[config.mk]
export PLATFORM = sky130hd
export DESIGN_NAME = tiop_top
export DESIGN_NICKNAME = d
export VERILOG_FILES = /design/src/tiop_pkg.sv /design/src/tiop_top.sv
export SDC_FILE = /design/constraint.sdc
export NUM_CORES = 2
export LEC_CHECK = 0
export BUFFER_PORTS_ARGS = -buffer_cell sky130_fd_sc_hd__buf_2
export CORE_AREA = 2 2 383 385
export CTS_CLUSTER_SIZE = 40
export DETAILED_ROUTE_END_ITERATION = 8
export DIE_AREA = 0 0 385 387
export GPL_TIMING_DRIVEN = 0
export PLACE_DENSITY_LB_ADDON = 0.15
export SYNTH_ARGS = -nofsm -noshare
export SYNTH_HDL_FRONTEND = slang
export SYNTH_SLANG_ARGS = --single-unit
[constraint.sdc]
create_clock -name clk_i -period 3.2 [get_ports clk_i]
set_clock_uncertainty 0.2 [all_clocks]
set_input_delay 0.32 -clock clk_i [delete_from_list [all_inputs] [get_ports clk_i]]
set_output_delay 0.32 -clock clk_i [all_outputs]
set_load 0.01 [all_outputs]
[src/tiop_pkg.sv]
`default_nettype none
package tiop_pkg;

  // Port population and widths
  localparam int unsigned NUM_PORTS = 5;
  localparam int unsigned NUM_CB    = 6;
  localparam int unsigned PIN_W     = 32;
  localparam int unsigned DATA_W    = 32;
  localparam int unsigned CNT_W     = 16;
  localparam int unsigned ADDR_W    = 12;
  localparam int unsigned SHN_W     = 6;
  localparam int unsigned PORT_W [NUM_PORTS] = '{1, 4, 8, 16, 32};

  // Reference tick: 100 ticks per 125 system cycles
  localparam int unsigned CLK_MHZ   = 125;
  localparam int unsigned REF_MHZ   = 100;
  localparam int unsigned ACC_W     = 8;
  localparam logic [ACC_W:0] REF_INC = (ACC_W+1)'(REF_MHZ);
  localparam logic [ACC_W:0] CLK_LIM = (ACC_W+1)'(CLK_MHZ);

  // Address map: [11:8] region, [7:5] index, [4:0] register offset
  localparam int unsigned REGION_LSB = 8;
  localparam int unsigned IDX_LSB    = 5;
  localparam int unsigned IDX_W      = 3;
  localparam int unsigned OFF_W      = 5;
  localparam logic [3:0] REGION_PORT = 4'h0;
  localparam logic [3:0] REGION_CB   = 4'h1;
  localparam logic [OFF_W-1:0] OFF_CTRL   = 5'h00;
  localparam logic [OFF_W-1:0] OFF_DATA   = 5'h04;
  localparam logic [OFF_W-1:0] OFF_COND   = 5'h08;
  localparam logic [OFF_W-1:0] OFF_COUNT  = 5'h0c;
  localparam logic [OFF_W-1:0] OFF_TSTAMP = 5'h10;
  localparam logic [OFF_W-1:0] OFF_TIME   = 5'h14;
  localparam logic [OFF_W-1:0] OFF_STATUS = 5'h18;
  localparam logic [OFF_W-1:0] OFF_CB_CFG = 5'h00;

  // Port control fields
  localparam int unsigned CTRL_W          = 8;
  localparam int unsigned CTRL_EN_BIT     = 0;
  localparam int unsigned CTRL_OUT_BIT    = 1;
  localparam int unsigned CTRL_OD_BIT     = 2;
  localparam int unsigned CTRL_COND_BIT   = 3;
  localparam int unsigned CTRL_RDYIN_BIT  = 4;
  localparam int unsigned CTRL_RDYOUT_BIT = 5;
  localparam int unsigned CB_SEL_LSB      = 8;
  localparam int unsigned CB_SEL_W        = 3;
  localparam logic [CB_SEL_W-1:0] CB_SEL_RESET = 3'h0;

  // Status fields
  localparam int unsigned STAT_RXV_BIT   = 0;
  localparam int unsigned STAT_XFULL_BIT = 1;
  localparam int unsigned STAT_TARM_BIT  = 2;
  localparam int unsigned STAT_BUSY_BIT  = 3;

  // Clock block configuration fields
  localparam int unsigned CB_SRC_BIT = 0;
  localparam int unsigned CB_DIV_LSB = 8;
  localparam int unsigned DIV_W      = 8;

  localparam logic [CNT_W-1:0] CNT_ONE = 16'h0001;
  localparam logic [SHN_W-1:0] SHN_ONE = 6'h01;
  localparam logic [DIV_W-1:0] DIV_ONE = 8'h01;

  function automatic logic [DATA_W-1:0] port_mask(input int unsigned w);
    port_mask = (w >= DATA_W) ? '1 : ((32'h1 << w) - 32'h1);
  endfunction

  typedef struct packed {
    logic [CTRL_W-1:0]   ctrl;
    logic [CB_SEL_W-1:0] cb;
    logic [DATA_W-1:0]   cond;
    logic [DATA_W-1:0]   xfer;
    logic [DATA_W-1:0]   shift;
    logic [SHN_W-1:0]    nshift;
    logic                xfull;
    logic                busy;
    logic                rxv;
    logic [CNT_W-1:0]    cnt;
    logic [CNT_W-1:0]    tstamp;
    logic [CNT_W-1:0]    ttime;
    logic                tarmed;
    logic [DATA_W-1:0]   pout;
    logic                rdy_out;
  } tiop_port_s;

  typedef struct packed {
    logic             src;
    logic [DIV_W-1:0] div;
    logic [DIV_W-1:0] dcnt;
    logic             tick;
  } tiop_cb_s;

  typedef struct packed {
    tiop_port_s [NUM_PORTS-1:0] ports;
    tiop_cb_s [NUM_CB-1:0]      cbs;
    logic [ACC_W-1:0]           acc;
    logic                       ref_tick;
    logic [PIN_W-1:0]           pin_s1;
    logic [PIN_W-1:0]           pin_s2;
    logic                       clk_pin_q;
    logic [NUM_PORTS-1:0]       rdy_s1;
    logic [NUM_PORTS-1:0]       rdy_s2;
    logic [PIN_W-1:0]           pin_o;
    logic [PIN_W-1:0]           pin_oe;
    logic [DATA_W-1:0]          prdata;
    logic                       pslverr;
  } tiop_state_s;

endpackage
`default_nettype wire

[src/tiop_top.sv]
// The register addresses and the APB register port were left to the implementer.
`default_nettype none
module tiop_top
  import tiop_pkg::*;
#(
  parameter logic [tiop_pkg::PIN_W-1:0] LINK_PINS = 32'h0000_000c
) (
  input  wire logic                           clk_i,
  input  wire logic                           arst_n_i,
  input  wire logic                           psel_i,
  input  wire logic                           penable_i,
  input  wire logic                           pwrite_i,
  input  wire logic [tiop_pkg::ADDR_W-1:0]    paddr_i,
  input  wire logic [tiop_pkg::DATA_W-1:0]    pwdata_i,
  output logic [tiop_pkg::DATA_W-1:0]         prdata_o,
  output logic                                pready_o,
  output logic                                pslverr_o,
  input  wire logic                           link_en_i,
  input  wire logic [tiop_pkg::PIN_W-1:0]     pin_i,
  output logic [tiop_pkg::PIN_W-1:0]          pin_o,
  output logic [tiop_pkg::PIN_W-1:0]          pin_oe_o,
  input  wire logic [tiop_pkg::NUM_PORTS-1:0] ready_in_i,
  output logic [tiop_pkg::NUM_PORTS-1:0]      strobe_output_qualifier_o
);
  import tiop_pkg::*;

  tiop_state_s s_q;
  tiop_state_s s_d;

  logic [3:0]            reg_region;
  logic [IDX_W-1:0]      reg_idx;
  logic [OFF_W-1:0]      reg_off;
  logic                  rd_setup;
  logic                  wr_access;
  logic                  dec_err;
  logic [DATA_W-1:0]     rd_data;
  logic [NUM_PORTS-1:0]  act;
  logic                  pin_rise;
  logic                  ev;
  logic [ACC_W:0]        acc_sum;
  logic                  tk;
  logic                  tok;
  logic                  accept;
  logic [DATA_W-1:0]     m;
  logic [DATA_W-1:0]     samp;
  logic [DATA_W-1:0]     nsh;
  logic [SHN_W-1:0]      n;
  logic                  emit;
  logic                  found;
  logic [IDX_W-1:0]      own;
  logic                  dbit;
  logic                  port_hit;
  logic                  cb_hit;

  // Field split of the bus address; low two bits decoded as part of the offset
  assign reg_region = paddr_i[REGION_LSB +: 4];
  assign reg_idx    = paddr_i[IDX_LSB +: IDX_W];
  assign reg_off    = paddr_i[0 +: OFF_W];
  assign rd_setup   = psel_i & ~penable_i;
  assign wr_access  = psel_i & penable_i & pwrite_i;
  assign port_hit   = (reg_region == REGION_PORT)
                    && (reg_idx < IDX_W'(NUM_PORTS));
  assign cb_hit     = (reg_region == REGION_CB)
                    && (reg_idx < IDX_W'(NUM_CB));

  // Zero wait states: every access ends in its first access cycle
  assign pready_o  = 1'b1;
  assign prdata_o  = s_q.prdata;
  assign pslverr_o = s_q.pslverr;
  assign pin_o     = s_q.pin_o;
  assign pin_oe_o  = s_q.pin_oe;

  // Ready-out strobes, one per port
  always_comb
  begin
    for (int i = 0; i < NUM_PORTS; i++)
    begin
      strobe_output_qualifier_o[i] = s_q.ports[i].rdy_out;
    end
  end

  // Read mux and decode; captured at setup so access data is stable
  always_comb
  begin
    rd_data = '0;
    dec_err = 1'b0;
    if (port_hit)
    begin
      if (reg_off == OFF_CTRL)
      begin
        rd_data[0 +: CTRL_W]            = s_q.ports[reg_idx].ctrl;
        rd_data[CB_SEL_LSB +: CB_SEL_W] = s_q.ports[reg_idx].cb;
      end
      else if (reg_off == OFF_DATA)
        rd_data = s_q.ports[reg_idx].xfer;
      else if (reg_off == OFF_COND)
        rd_data = s_q.ports[reg_idx].cond;
      else if (reg_off == OFF_COUNT)
        rd_data[0 +: CNT_W] = s_q.ports[reg_idx].cnt;
      else if (reg_off == OFF_TSTAMP)
        rd_data[0 +: CNT_W] = s_q.ports[reg_idx].tstamp;
      else if (reg_off == OFF_TIME)
        rd_data[0 +: CNT_W] = s_q.ports[reg_idx].ttime;
      else if (reg_off == OFF_STATUS)
      begin
        rd_data[STAT_RXV_BIT]   = s_q.ports[reg_idx].rxv;
        rd_data[STAT_XFULL_BIT] = s_q.ports[reg_idx].xfull;
        rd_data[STAT_TARM_BIT]  = s_q.ports[reg_idx].tarmed;
        rd_data[STAT_BUSY_BIT]  = s_q.ports[reg_idx].busy;
      end
      else
        dec_err = 1'b1;
    end
    else if (cb_hit)
    begin
      if (reg_off == OFF_CB_CFG)
      begin
        rd_data[CB_SRC_BIT]            = s_q.cbs[reg_idx].src;
        rd_data[CB_DIV_LSB +: DIV_W]   = s_q.cbs[reg_idx].div;
      end
      else
        dec_err = 1'b1;
    end
    else
      dec_err = 1'b1;
  end

  // Whole next-state computation
  always_comb
  begin
    s_d      = s_q;
    acc_sum  = '0;
    ev       = 1'b0;
    tk       = 1'b0;
    tok      = 1'b0;
    accept   = 1'b0;
    m        = '0;
    samp     = '0;
    nsh      = '0;
    n        = '0;
    emit     = 1'b0;
    found    = 1'b0;
    own      = '0;
    dbit     = 1'b0;
    act      = '0;

    // Two-stage synchronisers for pins and ready-in strobes
    s_d.pin_s1    = pin_i;
    s_d.pin_s2    = s_q.pin_s1;
    s_d.clk_pin_q = s_q.pin_s2[0];
    s_d.rdy_s1    = ready_in_i;
    s_d.rdy_s2    = s_q.rdy_s1;
    pin_rise      = s_q.pin_s2[0] & ~s_q.clk_pin_q;

    // Fractional reference tick, average 100 MHz from 125 MHz
    acc_sum = {1'b0, s_q.acc} + REF_INC;
    if (acc_sum >= CLK_LIM)
    begin
      s_d.acc      = ACC_W'(acc_sum - CLK_LIM);
      s_d.ref_tick = 1'b1;
    end
    else
    begin
      s_d.acc      = acc_sum[ACC_W-1:0];
      s_d.ref_tick = 1'b0;
    end

    // Clock blocks; block 0 is locked to the reference tick
    for (int j = 0; j < NUM_CB; j++)
    begin
      ev = (j != 0 && s_q.cbs[j].src) ? pin_rise : s_q.ref_tick;
      if (ev)
      begin
        if (s_q.cbs[j].dcnt >= s_q.cbs[j].div)
        begin
          s_d.cbs[j].tick = 1'b1;
          s_d.cbs[j].dcnt = '0;
        end
        else
        begin
          s_d.cbs[j].tick = 1'b0;
          s_d.cbs[j].dcnt = s_q.cbs[j].dcnt + DIV_ONE;
        end
      end
      else
        s_d.cbs[j].tick = 1'b0;
      if (wr_access && cb_hit && reg_off == OFF_CB_CFG
          && reg_idx == IDX_W'(j) && j != 0)
      begin
        s_d.cbs[j].src  = pwdata_i[CB_SRC_BIT];
        s_d.cbs[j].div  = pwdata_i[CB_DIV_LSB +: DIV_W];
        s_d.cbs[j].dcnt = '0;
      end
    end

    // Per-port datapath
    for (int i = 0; i < NUM_PORTS; i++)
    begin
      m = port_mask(PORT_W[i]);
      n = SHN_W'(DATA_W / PORT_W[i]);
      act[i] = s_q.ports[i].ctrl[CTRL_EN_BIT]
             && !(link_en_i && |(m & LINK_PINS));
      emit = 1'b0;

      // Read of data clears valid before the tick, so a new word wins
      if (rd_setup && port_hit && reg_idx == IDX_W'(i)
          && reg_off == OFF_DATA)
        s_d.ports[i].rxv = 1'b0;

      tk = act[i] && s_q.cbs[s_q.ports[i].cb].tick;
      if (tk)
      begin
        s_d.ports[i].cnt = s_q.ports[i].cnt + CNT_ONE;
        tok = !s_q.ports[i].tarmed
            || s_q.ports[i].cnt == s_q.ports[i].ttime;
        // Direction bit selects one path for the whole port
        if (s_q.ports[i].ctrl[CTRL_OUT_BIT])
        begin
          if (s_q.ports[i].busy)
          begin
            s_d.ports[i].pout   = s_q.ports[i].shift & m;
            s_d.ports[i].shift  = s_q.ports[i].shift >> PORT_W[i];
            s_d.ports[i].nshift = s_q.ports[i].nshift - SHN_ONE;
            s_d.ports[i].busy   = s_q.ports[i].nshift != SHN_ONE;
            emit = 1'b1;
          end
          else if (s_q.ports[i].xfull && tok)
          begin
            s_d.ports[i].pout   = s_q.ports[i].xfer & m;
            s_d.ports[i].shift  = s_q.ports[i].xfer >> PORT_W[i];
            s_d.ports[i].nshift = n - SHN_ONE;
            s_d.ports[i].busy   = n > SHN_ONE;
            s_d.ports[i].xfull  = 1'b0;
            s_d.ports[i].tstamp = s_q.ports[i].cnt;
            s_d.ports[i].tarmed = 1'b0;
            emit = 1'b1;
          end
          s_d.ports[i].rdy_out = emit
                               && s_q.ports[i].ctrl[CTRL_RDYOUT_BIT];
        end
        else
        begin
          // Full width always sampled, even on pins owned elsewhere
          samp = s_q.pin_s2 & m;
          accept = (!s_q.ports[i].ctrl[CTRL_RDYIN_BIT]
                    || s_q.rdy_s2[i])
                && (s_q.ports[i].nshift != '0
                    || (tok && (!s_q.ports[i].ctrl[CTRL_COND_BIT]
                        || samp == (s_q.ports[i].cond & m))));
          s_d.ports[i].rdy_out = 1'b0;
          if (accept)
          begin
            nsh = (s_q.ports[i].shift >> PORT_W[i])
                | (samp << (DATA_W - PORT_W[i]));
            s_d.ports[i].shift = nsh;
            if (s_q.ports[i].nshift == n - SHN_ONE)
            begin
              s_d.ports[i].xfer   = nsh;
              s_d.ports[i].rxv    = 1'b1;
              s_d.ports[i].nshift = '0;
              s_d.ports[i].tstamp = s_q.ports[i].cnt;
              s_d.ports[i].tarmed = 1'b0;
            end
            else
              s_d.ports[i].nshift = s_q.ports[i].nshift + SHN_ONE;
          end
        end
      end

      // Register writes land after the tick; in output mode a fresh word refills buffer
      if (wr_access && port_hit && reg_idx == IDX_W'(i))
      begin
        if (reg_off == OFF_CTRL)
        begin
          s_d.ports[i].ctrl    = pwdata_i[0 +: CTRL_W];
          if (pwdata_i[CB_SEL_LSB +: CB_SEL_W] < CB_SEL_W'(NUM_CB))
            s_d.ports[i].cb    = pwdata_i[CB_SEL_LSB +: CB_SEL_W];
          s_d.ports[i].busy    = 1'b0;
          s_d.ports[i].nshift  = '0;
          s_d.ports[i].xfull   = 1'b0;
          s_d.ports[i].rxv     = 1'b0;
          s_d.ports[i].rdy_out = 1'b0;
        end
        else if (reg_off == OFF_DATA && s_q.ports[i].ctrl[CTRL_OUT_BIT])
        begin
          s_d.ports[i].xfer  = pwdata_i;
          s_d.ports[i].xfull = 1'b1;
        end
        else if (reg_off == OFF_COND)
          s_d.ports[i].cond = pwdata_i;
        else if (reg_off == OFF_TIME)
        begin
          s_d.ports[i].ttime  = pwdata_i[0 +: CNT_W];
          s_d.ports[i].tarmed = 1'b1;
        end
      end
    end

    // Pin ownership: widest first, so the narrowest active port wins
    for (int p = 0; p < PIN_W; p++)
    begin
      found = 1'b0;
      own   = '0;
      for (int i = NUM_PORTS - 1; i >= 0; i--)
      begin
        if (act[i] && p < PORT_W[i])
        begin
          found = 1'b1;
          own   = IDX_W'(i);
        end
      end
      dbit = s_q.ports[own].pout[p];
      if (found && s_q.ports[own].ctrl[CTRL_OUT_BIT])
      begin
        if (s_q.ports[own].ctrl[CTRL_OD_BIT])
        begin
          s_d.pin_o[p]  = 1'b0;
          s_d.pin_oe[p] = ~dbit;
        end
        else
        begin
          s_d.pin_o[p]  = dbit;
          s_d.pin_oe[p] = 1'b1;
        end
      end
      else
      begin
        s_d.pin_o[p]  = 1'b0;
        s_d.pin_oe[p] = 1'b0;
      end
    end

    // Bus answer registered in setup, shown during access
    if (rd_setup)
    begin
      s_d.prdata  = rd_data;
      s_d.pslverr = dec_err;
    end
  end

  // State register; all-zero reset puts every port on block 0
  always_ff @(posedge clk_i or negedge arst_n_i)
  begin
    if (!arst_n_i)
      s_q <= '0;
    else
      s_q <= s_d;
  end

endmodule // tiop_top
`default_nettype wire
# Word-level counts from Yosys, hierarchy flattened
# Index checks and enable logic that the tools add are counted.
# op_classes
eq_ne	46
magnitude_cmp	21
bitwise	49
mux	458
reduce_logical	165
n_addsub	23
# ops
cell	n
$bmux W198 S3	6
$mux W32	36
$mux W193	5
$mux W105	5
$mux W16	30
$mux W38	10
$mux W70	5
$bmux W18 S3	6
$mux W1	282
$mux W40	5
$mux W198	1
$mux W34	5
$mux W33	5
$mux W9	12
$mux W8	13
$eq A16 B16 Y1	6
$add A16 B1 Y16 const B	5
$logic_and A1 B1 Y1	65
$mux W6	10
$reduce_and A5 Y1	10
$add A8 B1 Y8 const B	6
$reduce_and A3 Y1	15
$lt A3 B4 Y1 const B	11
$not A1 Y1	41
50 further kinds	167
# totals
regBits	1270
output_inout_bits	103

# Longest topological paths before layout
# logic_depth
depth_word	15
depth_mapped	11
ltp_nobuf	9

# Least setup slack after synthesis
# OpenSTA, ideal clock, no wires.
# synth_timing
path_type	register to register
start	register s_q[557] (netlist bit)
end	register s_q[544] (netlist bit)
path_buffers	4
t_arrival_ns	2.587
stages_incl_launch_ff	12
setup_time_ns	0.125
required_time_ns	2.875
path_slack_ns	0.288
cell_sequence	dfrtp_1 buf_4 xor2_1 nor4_1 a41oi_2 a211oi_4 and3_1 buf_6 nand2b_1 buf_6 buf_12 mux2_4
# synth_between
elab_chain_cells	7
word_cells_on_any_way	9
# synth_lines
item	line	rtl
from (decl)	tiop_top.sv:27	tiop_state_s s_q;
from (signal assigned)	tiop_top.sv:345	s_q <= '0;
from (signal assigned)	tiop_top.sv:347	s_q <= s_d;
$eq A16 B16 Y1 (*)	tiop_top.sv:215	|| s_q.ports[i].cnt == s_q.ports[i].ttime;
$logic_or A1 B1 Y1 (*)	tiop_top.sv:215	
$logic_and A1 B1 Y1	tiop_top.sv:248	|| (tok && (!s_q.ports[i].ctrl[CTRL_COND_BIT]
$logic_or A1 B1 Y1	tiop_top.sv:248	
$logic_and A1 B1 Y1	tiop_top.sv:247	&& (s_q.ports[i].nshift != '0
$reduce_bool A2 Y1 (no line)	-	
$reduce_and A5 Y1 (no line) (*)	-	
# Every way passes the cells marked *; elsewhere a longest branch is shown, timed or not.
# A chain may end at the register's enable or synchronous reset.

# Final worst setup path
# layout_timing
start	input port paddr_i[5] (netlist bit)
end	register s_q[647] (netlist bit)
# layout_between
elab_chain_cells	5
word_cells_on_any_way	6
# layout_lines
item	line	rtl
from (decl)	tiop_top.sv:13	input wire logic [tiop_pkg::ADDR_W-1:0] paddr_i,
$lt A3 B3 Y1	tiop_top.sv:62	&& (reg_idx < IDX_W'(NUM_PORTS));
$logic_and A1 B1 Y1	tiop_top.sv:62	
$logic_and A1 B1 Y1	tiop_top.sv:271	if (wr_access && port_hit && reg_idx == IDX_W'(i))
$logic_and A1 B1 Y1 (*)	tiop_top.sv:271	
$reduce_and A4 Y1 (no line) (*)	-	
# Marked as above.

==> impl_metrics.tcl <==
set metrics [dict create \
    ant_nets 0 \
    nets 5899 \
    relSlewSlack -0.00287 \
    dp_hpwl_mm 182 \
    fp.dieW_microns 385 \
    path_class "in2reg" \
    fmax_ghz 0.305 \
    drc_errors 0 \
    initial_core_util 0.398 \
    grt_max_degree 162 \
    synth_ff_type "dfrtp_1" \
    syn_avg_cell_area_sq_um 10.9 \
    crit_path_cell_trace "buf_4 -> clkinv_1 -> nor2_1 -> nand2_1 -> nor2_1 -> clkbuf_1 -> mux2_2" \
    syn-instance-count 5275 \
    utilization 0.477 \
    period_share 1.03 \
    cts_max_level 4 \
    n_fill_cell 13400 \
    cp_slowest_cell "clkbuf_1" \
    finalSetupViolCount 38 \
    drt_first_pass_iters 6 \
    first_global_vias 45400 \
    port_buffers 156 \
    yosysWarnings 0 \
    die_y_microns 387 \
    crit_top_cell "nor2_1" \
    synth_top_area_frac 0.505 \
    vdd_drop_max_mv 0.420 \
    grt_pass1_wl_mm 343 \
    drv_slew 10 \
    power_mw 33.0 \
    fin_area_sq_um 69200 \
    antenna_found_initial 20 \
    overflow 0 \
    end_kind "flip-flop" \
    finalWeightedCongestion 1.00 \
    tightest_slew_ps 1500 \
    clock_sinks 1163 \
    ys_types 88 \
    ys_ff_latch 1163 \
    synth_seq_area_share 0.505 \
    power.density_nw_per_um2 477 \
    async_flop_share 1.00 \
    reg2reg_depth 12 \
    slowest_delay_ps 710 \
    hold_depth 7 \
    hp-class "in2reg" \
    cts_buffer_depth 3 \
    wire_per_inst_microns 31.3 \
    wirelength_mm 243 \
    syn_nets 5433 \
    syn-cell-area_sq_um 57700 \
    cts_tree "yes" \
    p_leak_nw 31.1 \
    area_growth_pct 19.9 \
    vias 47100 \
    numCtsBuffers 135 \
    violations "max-capacitance violations, max-slew violations, negative setup slack" \
    die_area_sq_um 149000 \
    start_kind "input pin" \
    required_ps 3700 \
    grt_use_total 0.324 \
    place_area_sq_um 61200 \
    rsz0062_at_grt "yes" \
    num_rows 140 \
    cts-root-buf "clkbuf_16" \
    status "finished with violations" \
    cap_violations 2 \
    clock_latency_ps 830 \
    clk_pin_slew_worst_paths_ps 60 \
    drt_iter0_drc 6238 \
    final_layout_size_suffix_gt1_frac 0.242 \
    holdWs_ps 45.8 \
    layout_min_cycle_time_ps 3280 \
    cp_max_fo 10 \
    synth_edf_count 0 \
    core_sq_um 145000 \
    yosys-top-cells-area "dfrtp_1, mux2_2, mux4_2" \
    finalHoldViolations 0 \
    via_per_inst 6.05 \
    io-pin-count 190 \
    worst_slack_ps -83.7 \
    crit_arrival_ps 3780 \
    synth_top_cell_by_area "dfrtp_1" \
]
layout by cell type (no fill, tap or decap), types with 25 or more instances in the layout:
cell and count:
a21oi_1 334, a22o_1 36, a22oi_1 201, and2_1 30, and3_1 51, buf_1 29, buf_2 194, buf_4 187
clkbuf_1 217, clkbuf_16 139, clkbuf_2 49, clkbuf_8 29, dfrtp_1 1122, dfrtp_2 34, dlygate4sd3_1 105, ha_1 71
inv_1 147, mux2_2 325, mux2_4 41, mux2i_1 178, mux4_2 130, nand2_1 399, nand2b_1 26, nand3_1 132
nand4_1 64, nor2_1 338, nor3_1 62, o21a_1 26, o21ai_0 233, o22ai_1 138, xnor2_1 146, xnor2_2 25
xor2_1 63
report_power, final:
group | switching (mW) | internal (mW) | total, mW
logic | 1.31 | 0.616 | 1.92
clock network | 6.78 | 9.13 | 15.9
registers | 0.241 | 14.9 | 15.1
stage by stage:
step                      setup TNS, ps  std cells  worst slack, ps
after CTS                         -1000       7741            -78.9
after global routing              -1060       7769            -67.3
after global placement                -       7348           -25210
after floorplan                       0       5275              288
final                             -1490       7777            -83.7
after detailed placement        -752610       7364            -1840
area by class of cell:
type	instances	area, sq um	area share
Antenna cell	12	30.0	0.000434
Clock buffer	193	3900	0.0564
Sequential cell	1163	29200	0.422
Buffer	477	2790	0.0403
Timing Repair Buffer	359	3070	0.0445
Tap cell	1917	2400	0.0347
Inverter	149	559	0.00809
Multi-Input combinational cell	3456	26600	0.385
Clock inverter	51	609	0.00881
sequential cells by signal (all words and copies together) (netlist names):
register	flops
s_q	1022
pin_o	32
act	1
strobe_output_qualifier_o	5
prdata_o	32
s_d	38
pslverr_o	1
pin_oe_o	32
cell usage after synthesis, types with 8 or more instances:
master	count
nand3_1	134
o21ai_1	10
o21ai_0	234
and2_1	33
a31o_2	8
o21a_1	26
ha_1	71
nor2b_1	27
o22ai_1	138
buf_1	41
and3_1	52
a2111oi_0	9
xnor2_1	182
or3_1	17
mux2_2	347
a22o_1	36
o311ai_0	16
a22oi_1	201
a221oi_1	27
nor2_1	348
a31oi_1	24
a21o_1	19
clkbuf_1	272
a221o_1	17
buf_2	74
buf_4	113
mux2i_1	179
nor3_1	66
a211oi_1	11
nand2b_1	28
nor3b_1	9
mux2_4	9
nor4_1	26
mux4_2	130
inv_1	147
a21oi_1	338
xor2_1	66
mux2_1	10
and4_1	11
o211ai_1	19
dfrtp_1	1163
nand4_1	64
o31ai_1	14
nand2_1	403
kinds of logic (layout without fill, tap and decap cells):
logic type,after synthesis,count (layout),synth area share
adder cells (fa/ha/maj),71,71,0.0154
AND/OR/NAND/NOR,1251,1251,0.101
other,1,13,0.0000650
buffers and inverters,656,1229,0.0527
AO/OA/AOI/OAI,1210,1210,0.134
multiplexers,675,675,0.154
XOR/XNOR,248,248,0.0377
flip-flops,1163,1163,0.505
timing repair:
action / in CTS / in global routing
hold endpoints to repair: 511 / 0
pin swaps: 43 / 23
endpoints found under the setup margin: 656 / 496
hold buffers: 106 / 0
resized for setup: 280 / 164
gates cloned: 2 / 3
buffers inserted: 50 / 26
critical path: cells and delay by family:
kind / cells / cell delay, ps
and+or+nand+nor: 3 / 1690
muxes: 1 / 420
buffers and inverters: 3 / 1340
final timing paths:
path,from,slack (ps),endpoint
max,paddr_i[5],-80,s_q[647]
min,paddr_i[10],50,s_q[283]
max reg2reg,s_d[107],-70,s_q[1144]
min reg2reg,s_d[115],140,s_q[115]
max in group asynchronous,arst_n_i,280,prdata_o[21]
min in group asynchronous,arst_n_i,480,s_q[958]
routing by layer:
layer,vias up,GRT usage,part of all wire
met5,-,0,0.00019
met4,6,0.129,0.046
met3,449,0.0841,0.10
met2,2375,0.466,0.42
met1,24300,0.464,0.43
li1,19900,-,-
Power figures use the tool's default switching activity.
